**config.mk**
```make
export PLATFORM = sky130hd
export DESIGN_NAME = bscu_top
export DESIGN_NICKNAME = d
export VERILOG_FILES = /design/src/rtl/bscu_pkg.sv /design/src/rtl/bscu_top.sv /design/src/rtl/bscu_cond_eval.sv /design/src/rtl/bscu_sub_flags.sv
export SDC_FILE = /design/constraint.sdc
export NUM_CORES = 1
export LEC_CHECK = 0
export BUFFER_PORTS_ARGS = -buffer_cell sky130_fd_sc_hd__buf_2
export CAP_MARGIN = 10
export CORE_UTILIZATION = 56
export CTS_BUF_LIST = sky130_fd_sc_hd__clkbuf_8
export DETAILED_ROUTE_END_ITERATION = 7
export GPL_TIMING_DRIVEN = 0
export MAX_ROUTING_LAYER = met4
export PLACE_DENSITY = 0.83
export SETUP_SLACK_MARGIN = 0.15
export SYNTH_ARGS = -nofsm -noshare
export SYNTH_HDL_FRONTEND = slang
export SYNTH_HIERARCHICAL = 1
export SYNTH_SLANG_ARGS = --single-unit
```
**constraint.sdc**
```tcl
create_clock -name clk -period 4.54 [get_ports clk]
set_clock_uncertainty 0.05 [all_clocks]
set_input_delay 0.681 -clock clk [delete_from_list [all_inputs] [get_ports clk]]
set_output_delay 0.681 -clock clk [all_outputs]
set_load 0.01 [all_outputs]
```
**src/rtl/bscu_pkg.sv**
```systemverilog
// Shared constants and types for the branch, skip and call unit.
// Assumes a core decoder that delivers pre-decoded operations and operands.
package bscu_pkg;
  localparam int PC_W = 22;
  localparam int ZP_W = 16;
  localparam int EXT_W = 6;
  localparam int OFS_W = 7;
  localparam int CYC_W = 3;
  localparam int ADDR_W = 8;

  // Register byte offsets
  localparam logic [ADDR_W-1:0] REG_FLAGS_OFS = 8'h00;
  localparam logic [ADDR_W-1:0] REG_EXT_OFS = 8'h04;
  localparam logic [ADDR_W-1:0] REG_CTRL_OFS = 8'h08;
  localparam logic [ADDR_W-1:0] REG_STAT_OFS = 8'h0C;

  // Reset values
  localparam logic [7:0] FLAGS_RST = 8'h00;
  localparam logic [EXT_W-1:0] EXT_RST = 6'h00;
  localparam logic [7:0] CTRL_RST = 8'h01;

  // Field positions
  localparam int CTRL_LONG_CALL_BIT = 0;
  localparam int STAT_BUSY_BIT = 0;
  localparam int STAT_TAKEN_BIT = 1;
  localparam int STAT_CYC_LSB = 2;

  // Flag register bit positions
  localparam logic [2:0] FLAG_C = 3'h0;
  localparam logic [2:0] FLAG_Z = 3'h1;
  localparam logic [2:0] FLAG_N = 3'h2;
  localparam logic [2:0] FLAG_V = 3'h3;
  localparam logic [2:0] FLAG_S = 3'h4;
  localparam logic [2:0] FLAG_H = 3'h5;
  localparam logic [2:0] FLAG_T = 3'h6;
  localparam logic [2:0] FLAG_I = 3'h7;

  // Cycle counts
  localparam logic [CYC_W-1:0] CYC_CMP = 3'h1;
  localparam logic [CYC_W-1:0] CYC_BR_NOT = 3'h1;
  localparam logic [CYC_W-1:0] CYC_BR_TAKEN = 3'h2;
  localparam logic [CYC_W-1:0] CYC_SKIP_NONE = 3'h1;
  localparam logic [CYC_W-1:0] CYC_SKIP_ONE = 3'h2;
  localparam logic [CYC_W-1:0] CYC_SKIP_TWO = 3'h3;
  localparam logic [CYC_W-1:0] CYC_IO_EXTRA = 3'h1;
  localparam logic [CYC_W-1:0] CYC_IND_CALL_SHORT = 3'h2;
  localparam logic [CYC_W-1:0] CYC_IND_CALL_LONG = 3'h3;
  localparam logic [CYC_W-1:0] CYC_EXT_CALL = 3'h3;

  // Program counter steps
  localparam logic [PC_W-1:0] PC_STEP = 22'h000001;
  localparam logic [PC_W-1:0] PC_SKIP_ONE = 22'h000002;
  localparam logic [PC_W-1:0] PC_SKIP_TWO = 22'h000003;

  typedef enum logic [3:0] {
    BSCU_OP_NONE = 4'h0,
    BSCU_OP_IND_CALL = 4'h1,
    BSCU_OP_EXT_CALL = 4'h2,
    BSCU_OP_CMP_SKIP = 4'h3,
    BSCU_OP_RBIT_CLR_SKIP = 4'h4,
    BSCU_OP_RBIT_SET_SKIP = 4'h5,
    BSCU_OP_IOBIT_CLR_SKIP = 4'h6,
    BSCU_OP_IOBIT_SET_SKIP = 4'h7,
    BSCU_OP_FLAG_SET_BR = 4'h8,
    BSCU_OP_FLAG_CLR_BR = 4'h9,
    BSCU_OP_CMP = 4'hA,
    BSCU_OP_CMP_CARRY = 4'hB,
    BSCU_OP_CMP_IMM = 4'hC
  } bscu_op_t;

  typedef struct packed {
    bscu_op_t op;
    logic [2:0] sel;
    logic [OFS_W-1:0] offset;
    logic [PC_W-1:0] pc;
    logic [ZP_W-1:0] z_ptr;
    logic [7:0] rd_val;
    logic [7:0] rr_val;
    logic [7:0] io_val;
    logic next_two_word;
  } bscu_instr_t;

  typedef struct packed {
    logic [PC_W-1:0] pc;
    logic taken;
    logic [CYC_W-1:0] cycles;
  } bscu_result_t;

  typedef enum logic {
    BSCU_IDLE = 1'b0,
    BSCU_RUN = 1'b1
  } bscu_state_t;
endpackage

```
**src/rtl/bscu_top.sv**
```systemverilog
// Branch, skip and indirect call unit with an APB register slave.
// Assumes one core clock; instruction inputs come from same-clock logic.
// Operation
// - Extended indirect call loads Z into PC low, high register into top, 3 cycles.
// - Indirect call loads Z into PC low, zeroes top bits, 2 or 3 cycles.
// - Compare-skip skips next instruction when both registers equal, 1/2/3 cycles.
// - Register bit-clear skip skips when selected register bit is 0.
// - Register bit-set skip skips when selected register bit is 1.
// - I/O bit-clear skip skips when selected I/O bit is 0, 2/3/4 cycles.
// - I/O bit-set skip skips when selected I/O bit is 1, 2/3/4 cycles.
// - Flag-set branch goes to PC plus offset plus one when flag is 1.
// - Flag-clear branch goes relative when flag is 0, else sequential.
// - Signed greater-or-equal branch taken when N xor V is 0.
// - Signed less-than branch taken when N xor V is 1.
// - Unsigned same-or-higher taken on carry 0, lower on carry 1.
// - Carry branches test C; equal and not-equal branches test Z.
// - Half-carry and negative branches test H and N for set or clear.
// - Overflow branches test V for set or clear, same relative target.
// - Interrupt-enabled branch tests I at 1, disabled branch at 0.
// - T-flag branches test T; no branch changes any flag.
`timescale 1ns/1ps
`default_nettype none
module bscu_top
  import bscu_pkg::*;
(
  input wire logic clk,
  input wire logic rst,
  input wire logic instr_valid,
  input wire bscu_instr_t instr,
  output logic instr_ready,
  output logic done,
  output bscu_result_t result,
  output logic [7:0] flags_out,
  input wire logic psel,
  input wire logic penable,
  input wire logic pwrite,
  input wire logic [ADDR_W-1:0] paddr,
  input wire logic [31:0] pwdata,
  output logic [31:0] prdata,
  output logic pready,
  output logic pslverr
);
  bscu_state_t state_q, state_d;
  logic [CYC_W-1:0] cnt_q, cnt_d;
  bscu_result_t res_q, res_d;
  bscu_result_t calc;
  logic [7:0] res_flags_q, res_flags_d;
  logic flags_upd_q, flags_upd_d;
  logic ready_q, ready_d;
  logic done_q, done_d;
  logic [7:0] flags_q, flags_d;
  logic [EXT_W-1:0] ext_q, ext_d;
  logic [7:0] ctrl_q, ctrl_d;
  logic [31:0] prdata_q, prdata_d;
  logic pready_q, pready_d;
  logic pslverr_q, pslverr_d;

  logic [7:0] cmp_flags;
  logic [7:0] bit_byte;
  logic flag_hit, bit_hit;
  logic flag_want, bit_want;
  logic is_io, is_carry_cmp;
  logic [PC_W-1:0] rel_target;
  logic [PC_W-1:0] skip_dist;
  logic [CYC_W-1:0] skip_cyc;
  logic accept, finish;
  logic apb_setup, apb_access, apb_wr;
  logic addr_ok;

  assign flag_want = (instr.op == BSCU_OP_FLAG_SET_BR);
  assign is_io = (instr.op == BSCU_OP_IOBIT_CLR_SKIP) || (instr.op == BSCU_OP_IOBIT_SET_SKIP);
  assign bit_byte = is_io ? instr.io_val : instr.rr_val;
  assign bit_want = (instr.op == BSCU_OP_RBIT_SET_SKIP) || (instr.op == BSCU_OP_IOBIT_SET_SKIP);
  assign is_carry_cmp = (instr.op == BSCU_OP_CMP_CARRY);

  // Named branches arrive as flag-set or flag-clear with a flag selector
  bscu_cond_eval #(
    .NV_SIGN(1'b1)
  ) u_flag_cond (
    .src(flags_q),
    .sel(instr.sel),
    .want(flag_want),
    .hit(flag_hit)
  );

  bscu_cond_eval #(
    .NV_SIGN(1'b0)
  ) u_bit_cond (
    .src(bit_byte),
    .sel(instr.sel),
    .want(bit_want),
    .hit(bit_hit)
  );

  bscu_sub_flags u_sub (
    .a(instr.rd_val),
    .b(instr.rr_val),
    .use_carry(is_carry_cmp),
    .flags_in(flags_q),
    .flags_out(cmp_flags)
  );

  // Relative target: PC plus sign-extended offset plus one
  assign rel_target = instr.pc + {{(PC_W-OFS_W){instr.offset[OFS_W-1]}}, instr.offset} + PC_STEP;
  assign skip_dist = instr.next_two_word ? PC_SKIP_TWO : PC_SKIP_ONE;
  assign skip_cyc = instr.next_two_word ? CYC_SKIP_TWO : CYC_SKIP_ONE;

  always_comb begin
    calc.pc = instr.pc + PC_STEP;
    calc.taken = 1'b0;
    calc.cycles = CYC_CMP;
    res_flags_d = flags_q;
    flags_upd_d = 1'b0;
    unique case (instr.op)
      BSCU_OP_IND_CALL: begin
        calc.pc = {{(PC_W-ZP_W){1'b0}}, instr.z_ptr};
        calc.taken = 1'b1;
        calc.cycles = ctrl_q[CTRL_LONG_CALL_BIT] ? CYC_IND_CALL_LONG : CYC_IND_CALL_SHORT;
      end
      BSCU_OP_EXT_CALL: begin
        calc.pc = {ext_q, instr.z_ptr};
        calc.taken = 1'b1;
        calc.cycles = CYC_EXT_CALL;
      end
      BSCU_OP_CMP_SKIP: begin
        if (instr.rd_val == instr.rr_val) begin
          calc.pc = instr.pc + skip_dist;
          calc.taken = 1'b1;
          calc.cycles = skip_cyc;
        end else begin
          calc.cycles = CYC_SKIP_NONE;
        end
      end
      BSCU_OP_RBIT_CLR_SKIP, BSCU_OP_RBIT_SET_SKIP: begin
        if (bit_hit) begin
          calc.pc = instr.pc + skip_dist;
          calc.taken = 1'b1;
          calc.cycles = skip_cyc;
        end else begin
          calc.cycles = CYC_SKIP_NONE;
        end
      end
      BSCU_OP_IOBIT_CLR_SKIP, BSCU_OP_IOBIT_SET_SKIP: begin
        // I/O read costs one extra cycle on every outcome
        if (bit_hit) begin
          calc.pc = instr.pc + skip_dist;
          calc.taken = 1'b1;
          calc.cycles = skip_cyc + CYC_IO_EXTRA;
        end else begin
          calc.cycles = CYC_SKIP_NONE + CYC_IO_EXTRA;
        end
      end
      BSCU_OP_FLAG_SET_BR, BSCU_OP_FLAG_CLR_BR: begin
        // Flags stay untouched on every branch
        if (flag_hit) begin
          calc.pc = rel_target;
          calc.taken = 1'b1;
          calc.cycles = CYC_BR_TAKEN;
        end else begin
          calc.cycles = CYC_BR_NOT;
        end
      end
      BSCU_OP_CMP, BSCU_OP_CMP_CARRY, BSCU_OP_CMP_IMM: begin
        res_flags_d = cmp_flags;
        flags_upd_d = 1'b1;
      end
      default: begin
        calc.cycles = CYC_CMP;
      end
    endcase
  end

  assign accept = (state_q == BSCU_IDLE) && instr_valid;
  assign finish = (state_q == BSCU_RUN) && (cnt_q == 3'h1);

  always_comb begin
    state_d = state_q;
    cnt_d = cnt_q;
    res_d = res_q;
    ready_d = ready_q;
    done_d = 1'b0;
    unique case (state_q)
      BSCU_IDLE: begin
        if (instr_valid) begin
          state_d = BSCU_RUN;
          cnt_d = calc.cycles;
          res_d = calc;
          ready_d = 1'b0;
        end
      end
      BSCU_RUN: begin
        cnt_d = cnt_q - 3'h1;
        if (cnt_q == 3'h1) begin
          state_d = BSCU_IDLE;
          ready_d = 1'b1;
          done_d = 1'b1;
        end
      end
    endcase
  end

  assign apb_setup = psel && !penable;
  assign apb_access = psel && penable && pready_q;
  assign apb_wr = apb_access && pwrite && !pslverr_q;
  assign addr_ok = (paddr == REG_FLAGS_OFS) || (paddr == REG_EXT_OFS) ||
                   (paddr == REG_CTRL_OFS) || (paddr == REG_STAT_OFS);

  always_comb begin
    flags_d = flags_q;
    ext_d = ext_q;
    ctrl_d = ctrl_q;
    prdata_d = prdata_q;
    pready_d = 1'b0;
    pslverr_d = 1'b0;
    if (apb_setup && !pready_q) begin
      // Answer is prepared in setup so the access phase lasts one cycle
      pready_d = 1'b1;
      pslverr_d = !addr_ok;
      prdata_d = 32'h00000000;
      if (!pwrite) begin
        unique case (paddr)
          REG_FLAGS_OFS: prdata_d = {24'h000000, flags_q};
          REG_EXT_OFS: prdata_d = {26'h0000000, ext_q};
          REG_CTRL_OFS: prdata_d = {24'h000000, ctrl_q};
          REG_STAT_OFS: begin
            prdata_d[STAT_BUSY_BIT] = !ready_q;
            prdata_d[STAT_TAKEN_BIT] = result.taken;
            prdata_d[STAT_CYC_LSB +: CYC_W] = result.cycles;
          end
          default: prdata_d = 32'h00000000;
        endcase
      end
    end
    if (apb_wr) begin
      unique case (paddr)
        REG_FLAGS_OFS: flags_d = pwdata[7:0];
        REG_EXT_OFS: ext_d = pwdata[EXT_W-1:0];
        REG_CTRL_OFS: ctrl_d = pwdata[7:0];
        default: ctrl_d = ctrl_q;
      endcase
    end
    // Compare result beats a software write landing in the same cycle
    if (finish && flags_upd_q) begin
      flags_d = res_flags_q;
    end
  end

  always_ff @(posedge clk or posedge rst) begin
    if (rst) begin
      state_q <= BSCU_IDLE;
      cnt_q <= 3'h0;
      res_q <= '0;
      res_flags_q <= FLAGS_RST;
      flags_upd_q <= 1'b0;
      ready_q <= 1'b1;
      done_q <= 1'b0;
      flags_q <= FLAGS_RST;
      ext_q <= EXT_RST;
      ctrl_q <= CTRL_RST;
      prdata_q <= 32'h00000000;
      pready_q <= 1'b0;
      pslverr_q <= 1'b0;
    end else begin
      state_q <= state_d;
      cnt_q <= cnt_d;
      res_q <= res_d;
      if (accept) begin
        res_flags_q <= res_flags_d;
        flags_upd_q <= flags_upd_d;
      end
      ready_q <= ready_d;
      done_q <= done_d;
      flags_q <= flags_d;
      ext_q <= ext_d;
      ctrl_q <= ctrl_d;
      prdata_q <= prdata_d;
      pready_q <= pready_d;
      pslverr_q <= pslverr_d;
    end
  end

  // Result register only follows a finished operation
  bscu_result_t result_q;

  always_ff @(posedge clk or posedge rst) begin
    if (rst) begin
      result_q <= '0;
    end else if (finish) begin
      result_q <= res_q;
    end
  end

  assign instr_ready = ready_q;
  assign done = done_q;
  assign result = result_q;
  assign flags_out = flags_q;
  assign prdata = prdata_q;
  assign pready = pready_q;
  assign pslverr = pslverr_q;
endmodule
`default_nettype wire

```
**src/rtl/bscu_cond_eval.sv**
```systemverilog
// Picks one bit of a byte and compares it with the wanted level.
// Assumes same-clock combinational inputs.
`timescale 1ns/1ps
`default_nettype none
module bscu_cond_eval
  import bscu_pkg::*;
#(
  parameter bit NV_SIGN = 1'b0
) (
  input wire logic [7:0] src,
  input wire logic [2:0] sel,
  input wire logic want,
  output logic hit
);
  logic bit_val;

  always_comb begin
    // Signed test from live N and V, not a stale stored S
    if (NV_SIGN && (sel == FLAG_S)) begin
      bit_val = src[FLAG_N] ^ src[FLAG_V];
    end else begin
      bit_val = src[sel];
    end
    hit = (bit_val == want);
  end
endmodule
`default_nettype wire

```
**src/rtl/bscu_sub_flags.sv**
```systemverilog
// Flag results of an 8-bit subtraction used by the compare operations.
// Assumes same-clock combinational inputs; T and I pass through.
`timescale 1ns/1ps
`default_nettype none
module bscu_sub_flags
  import bscu_pkg::*;
(
  input wire logic [7:0] a,
  input wire logic [7:0] b,
  input wire logic use_carry,
  input wire logic [7:0] flags_in,
  output logic [7:0] flags_out
);
  logic [7:0] r;
  logic cin;

  always_comb begin
    cin = use_carry & flags_in[FLAG_C];
    r = a - b - {7'h00, cin};
    flags_out = flags_in;
    flags_out[FLAG_H] = (~a[3] & b[3]) | (b[3] & r[3]) | (r[3] & ~a[3]);
    flags_out[FLAG_C] = (~a[7] & b[7]) | (b[7] & r[7]) | (r[7] & ~a[7]);
    flags_out[FLAG_N] = r[7];
    flags_out[FLAG_V] = (a[7] & ~b[7] & ~r[7]) | (~a[7] & b[7] & r[7]);
    flags_out[FLAG_S] = r[7] ^ flags_out[FLAG_V];
    // Carry form keeps Z only while the whole chain is zero
    if (use_carry) begin
      flags_out[FLAG_Z] = (r == 8'h00) & flags_in[FLAG_Z];
    end else begin
      flags_out[FLAG_Z] = (r == 8'h00);
    end
  end
endmodule
`default_nettype wire

```
== Word level (Yosys, flattened, before mapping) ==
Cells that the tools add are included.
Word-level totals
  flip-flop bits (word level): 123
  bits of input ports: 123
  output and inout port bits: 70
  logic and storage cells: 144
Cells by class
  $add $sub $neg: 8
  order comparisons: 1
  equality and inequality tests: 22
  multiplexer cells: 39
  bitwise operators: 23
  reductions and logical operators: 33
Operators by type and width (number)
  case mux 23 bit (5 select lines): 1
  two-way mux 23 bit: 3
  adder 22 x 1 -> 22 bit (second input constant): 2
  two-way mux 8 bit: 5
  adder 22 x 2 -> 22 bit: 1
  adder 22 bit: 1
  equality test 4 bit (second input constant): 5
  case mux 5 bit (4 select lines): 1
  case mux 3 bit (6 select lines): 1
  equality test 4 x 3 -> 1 bit (second input constant): 4
  equality test 8 x 4 -> 1 bit (second input constant): 2
  logical NOT 8 bit: 2
  two-way mux 1 bit: 16
  bitwise AND 1 bit: 11
  AND reduction 2 bit: 5
  logical AND 1 bit: 9
  case mux 3 bit (3 select lines): 1
  equality test 4 x 2 -> 1 bit (second input constant): 2
  equality test 8 x 3 -> 1 bit (second input constant): 1
  equality test 8 bit: 1
  subtractor 8 x 1 -> 8 bit: 1
  subtractor 8 bit: 1
  binary-select mux 1 bit (select 3 bit): 2
  two-way mux 2 bit: 3
  22 further kinds: 45

== Logic depth before layout (Yosys ltp) ==
  word-level depth: 10
  gate-level depth with buffers: 15

== Modules after synthesis ==
The synthesis kept the hierarchy.
By module, submodules not included
  bscu_top: instances 1, cells each 838, area each 7076.8 um2
  bscu_sub_flags: instances 1, cells each 81, area each 611.8 um2
  bscu_cond_eval (u_flag_cond): instances 1, cells each 9, area each 91.3 um2
  bscu_cond_eval (u_bit_cond): instances 1, cells each 7, area each 76.3 um2

== Worst setup path before layout ==
Ideal clock, no wire load.
  path type: input to register
  start point: input port instr[75] in the netlist's numbering
  end point: register res_q[12] in the netlist's numbering
  arrival: 3.628 ns
  data required time: 4.360 ns
  slack: 0.732 ns
  stages on the path: 13
  buffers on the path: 2
  cells stage by stage: inv_1 > nor2_1 > nand2_1 > mux2_2 > mux2i_1 > mux4_2 > xor2_1 > clkbuf_1 > a32oi_2 > clkbuf_1 > o221ai_1 > a222oi_1 > o21ai_1
On the way
  cells in the longest elaborated chain, start to end: 8
  elaborated cells on any way between the ends: 21
RTL lines
  start: declaration: RTL line bscu_top.sv:29  | input wire bscu_instr_t instr,
  equality test 4 x 3 -> 1 bit: RTL line bscu_top.sv:71  | assign is_io = (instr.op == BSCU_OP_IOBIT_CLR_SKIP) || (instr.op == BSCU_OP_IOBIT_SET_SKIP);
  logical OR 1 bit *: RTL line bscu_top.sv:71
  two-way mux 8 bit *: RTL line bscu_top.sv:72  | assign bit_byte = is_io ? instr.io_val : instr.rr_val;
  via bit_byte[7]: RTL line bscu_top.sv:59  | logic [7:0] bit_byte;
  binary-select mux 1 bit (select 3 bit) *: RTL line bscu_cond_eval.sv:22  | bit_val = src[sel];
  two-way mux 1 bit (implied by the code) *: RTL line bscu_cond_eval.sv:22
  equality test 1 bit *: RTL line bscu_cond_eval.sv:24  | hit = (bit_val == want);
  via bit_hit: RTL line bscu_top.sv:60  | logic flag_hit, bit_hit;
  two-way mux 23 bit *: RTL line bscu_top.sv:135, bscu_top.sv:145
  case mux 23 bit (5 select lines) *: RTL line bscu_top.sv:114  | unique case (instr.op)
  end signal: assignment: RTL line bscu_top.sv:266  | res_q <= res_d;
  end: declaration: RTL line bscu_top.sv:45  | bscu_result_t res_q, res_d;
Mark *: on every way through the listed nets, which the timed path passes. The rest lies on a longest branch. The select of a mux whose other input is x is not followed.
A chain may end at the register's enable or synchronous reset.

== Final worst setup path ==
Ends and elaborated chain as after synthesis.

==> flow_metrics.env <==
export IMPL_dp_hpwl_um=17900
export IMPL_hold_violations=0
export IMPL_mostFrequentLayoutCell="nand2_1"
export IMPL_synthSimpleGateAreaFrac_pct=20.2
export IMPL_synth_edff_count=0
export IMPL_max_slew_margin_rel_pct=23.3
export IMPL_ys_ff_latch=99
export IMPL_grt_max_degree=56
export IMPL_wirelength_um=23000
export IMPL_cts_setup_buffers=0
export IMPL_drv_slew=0
export IMPL_syn_instance_count=935
export IMPL_critPathMaxFanout=10
export IMPL_worst_pin_slew_ns=1.13
export IMPL_fmax_ghz=0.241
export IMPL_clock_sinks=99
export IMPL_synth_warnings=6
export IMPL_cts_hold_buf=0
export IMPL_clock_path_buffers=2
export IMPL_finalSetupTns_ns=0
export IMPL_cts_root_buf="clkbuf_8"
export IMPL_coreArea_um2=13500
export IMPL_post_drt_via_cell_ratio=5.90
export IMPL_cts_tree="built"
export IMPL_synthFlopType="dfrtp_1"
export IMPL_wl_per_cell_um=17.8
export IMPL_peakVddDrop_v=0.000183
export IMPL_clk_pin_slew_worst_paths_ns=0.09
export IMPL_hold_class="input port to async pin"
export IMPL_timing_final_crit_share_pct=91.2
export IMPL_synthArstFlopShare_pct=100
export IMPL_clk_latency_ns=0.38
export IMPL_fp_dieH_um=120
export IMPL_hold_ws_ns=0.308
export IMPL_num_fill_cells=1153
export IMPL_place_ws_ns=-0.504
export IMPL_route_vias_total=7621
export IMPL_critical_path_arrival_ns=4.33
export IMPL_std_cell_rows=42
export IMPL_synth_xor_area_share_pct=6.23
export IMPL_portBuffers=141
export IMPL_finalCriticalPeriod_ns=4.14
export IMPL_ys_types=77
export IMPL_syn_to_final_growth_pct=16.4
export IMPL_status="finished, final reports clean"
export IMPL_dr_pass1_iters=7
export IMPL_pin_count=193
export IMPL_setup_viol=0
export IMPL_die_w_um=120
export IMPL_synth_top_family_by_area="simple AND/OR/NAND/NOR gates"
export IMPL_netlist_area_um2=7860
export IMPL_start_util_pct=58.4
export IMPL_required_ns=4.73
export IMPL_cts_buffers=9
export IMPL_endpoint_kind="flop"
export IMPL_design_die_area_um2=14500
export IMPL_grt_usage_pct=32.8
export IMPL_grt_pass1_vias=6925
export IMPL_synth_adder_area_share_pct=7.13
export IMPL_drc=0
export IMPL_synth_compound_area_share_pct=18.4
export IMPL_avgSynthCellArea_um2=8.40
export IMPL_final_layout_size_suffix_gt1_share_pct=22.8
export IMPL_ys_seq_area_share_pct=31.6
export IMPL_gp_congestion=1.01
export IMPL_synthMuxAreaShare_pct=9.62
export IMPL_final_cell_mix="nand2_1 (161), buf_2 (149), dfrtp_1 (97)"
export IMPL_grt_pass1_wl_um=35800
export IMPL_start_kind="input port"
export IMPL_layout_setup_ws_ns=0.399
export IMPL_nets=1277
export IMPL_power_leakage_nw=4.43
export IMPL_antenna_found_initial=0
export IMPL_insertedDiodeCount=0
export IMPL_drv_cap=0
export IMPL_globalRouteOverflowTotal=0
export IMPL_p_per_area_nw_per_um2=384
export IMPL_cts_max_level=3
export IMPL_crit_type="input port to flop"
export IMPL_drtIter0Drc=907
export IMPL_grt_setup_unrepaired="no"
export IMPL_ant_nets=0
[power breakdown]
part | switching [W] | internal (W)
logic | 0.000855 | 0.000597
registers | 0.000238 | 0.00119
clock network | 0.000309 | 0.000326
[state kept, by name, indices dropped and copies added, names as in the netlist]
name and count:
pslverr 1, state_q 1, instr_ready 1, prdata 8
done 1, ext_q 6, res_q 26, pready 1
result 26, cnt_q 3, flags_upd_q 1, ctrl_q 8
flags_out 8, res_flags_q 8
[cells by family after synthesis]
family,Yosys count
simple gates,342
compound gates,222
buf+inv,110
flops,99
mux,63
xor+xnor,55
fa+ha+maj,43
other cells,1
[worst max-delay path, cell delays in order]
cell      delay (ns)
buf_2           0.12
inv_1           0.11
nor2_4          0.24
nand2_2         0.24
mux2_2          0.30
mux2i_1         0.07
mux4_2          0.50
xor2_1          0.17
clkbuf_1        0.28
a32oi_4         0.43
clkbuf_2        0.32
o221ai_1        0.18
a222oi_1        0.57
o21ai_1         0.10
[metal layers]
layer | up-vias | part of all wire [%] | global-route usage, %
met1 | 3574 | 43 | 44.4
met4 | 0 | 2.1 | 10.7
met2 | 378 | 46 | 50.7
li1 | 3627 | - | -
met3 | 42 | 8.7 | 4.95
met5 | - | 0 | -
[worst paths after layout]
kind                         startpoint         end  cells past startpoint  slack (ns)
setup / recovery              instr[75]   res_q[12]                     14        0.40
hold / removal                      rst   result[8]                      2        0.31
setup reg to reg           flags_out[3]   res_q[11]                     11        1.04
hold reg to reg               res_q[12]  result[12]                      2        0.43
max in group asynchronous           rst   ctrl_q[0]                      3        3.43
min in group clk              res_q[12]  result[12]                      2        0.43
[Yosys cell counts (5+ instances only)]
library cell  count  share of area (%)
o211ai_1          8               0.76
o21ai_0          55                3.5
nand2_1         162                7.7
nor2_1           68                3.2
o21bai_1          6               0.57
or2_2             5               0.40
mux4_2            7                2.0
inv_1            45                2.1
dfrtp_1          97                 31
a21oi_1          64                4.1
xnor2_1          32                3.6
a22oi_1           7               0.67
buf_2             8               0.51
o22ai_1           8               0.64
xor2_1           22                2.5
a31oi_1           7               0.56
nand4_1          12               0.96
a21o_1           12                1.1
mux2i_1          29                3.7
a221oi_1          6               0.67
o221ai_1          7               0.78
buf_4            27                2.6
nand3_1          22                1.4
or3_1             6               0.48
ha_1             40                6.4
clkbuf_1         25                1.2
mux2_2           26                3.7
nand2b_1         13                1.0
nor3_1           21                1.3
nor2b_1           6               0.48
[layout make-up]
cell class              instances  area, um^2  area share (%)
well taps                     176         220            2.41
inverters                      45         171            1.87
plain buffers                  65         368            4.02
clock buffers                  10         138            1.50
clock inverters                 6        88.8           0.971
flip-flops and latches         99        2480            27.1
repair buffers                142         733            8.02
multi-input cells             749        4950            54.1
[per-stage QoR]
step / std cells / power (W) / cell area [um^2] / util, %
finish: 1292 / 0.00351 / 9150 / 68.0
global route: 1292 / 0.00374 / 9150 / 68.0
CTS: 1292 / 0.00350 / 9130 / 67.9
detailed placement: 1276 / 0.00285 / 8900 / 66.1
global placement: 1275 / 0.00279 / 8870 / 65.9
floorplan: 958 / 0.00232 / 7940 / -
[timing repair]
item / CTS / global route
endpoints found under the setup margin: 5 / 5
pin swaps: 0 / 1
endpoints found under the hold margin: 0 / 0
gates resized for setup: 2 / 3
Power figures use the tool's default switching activity.
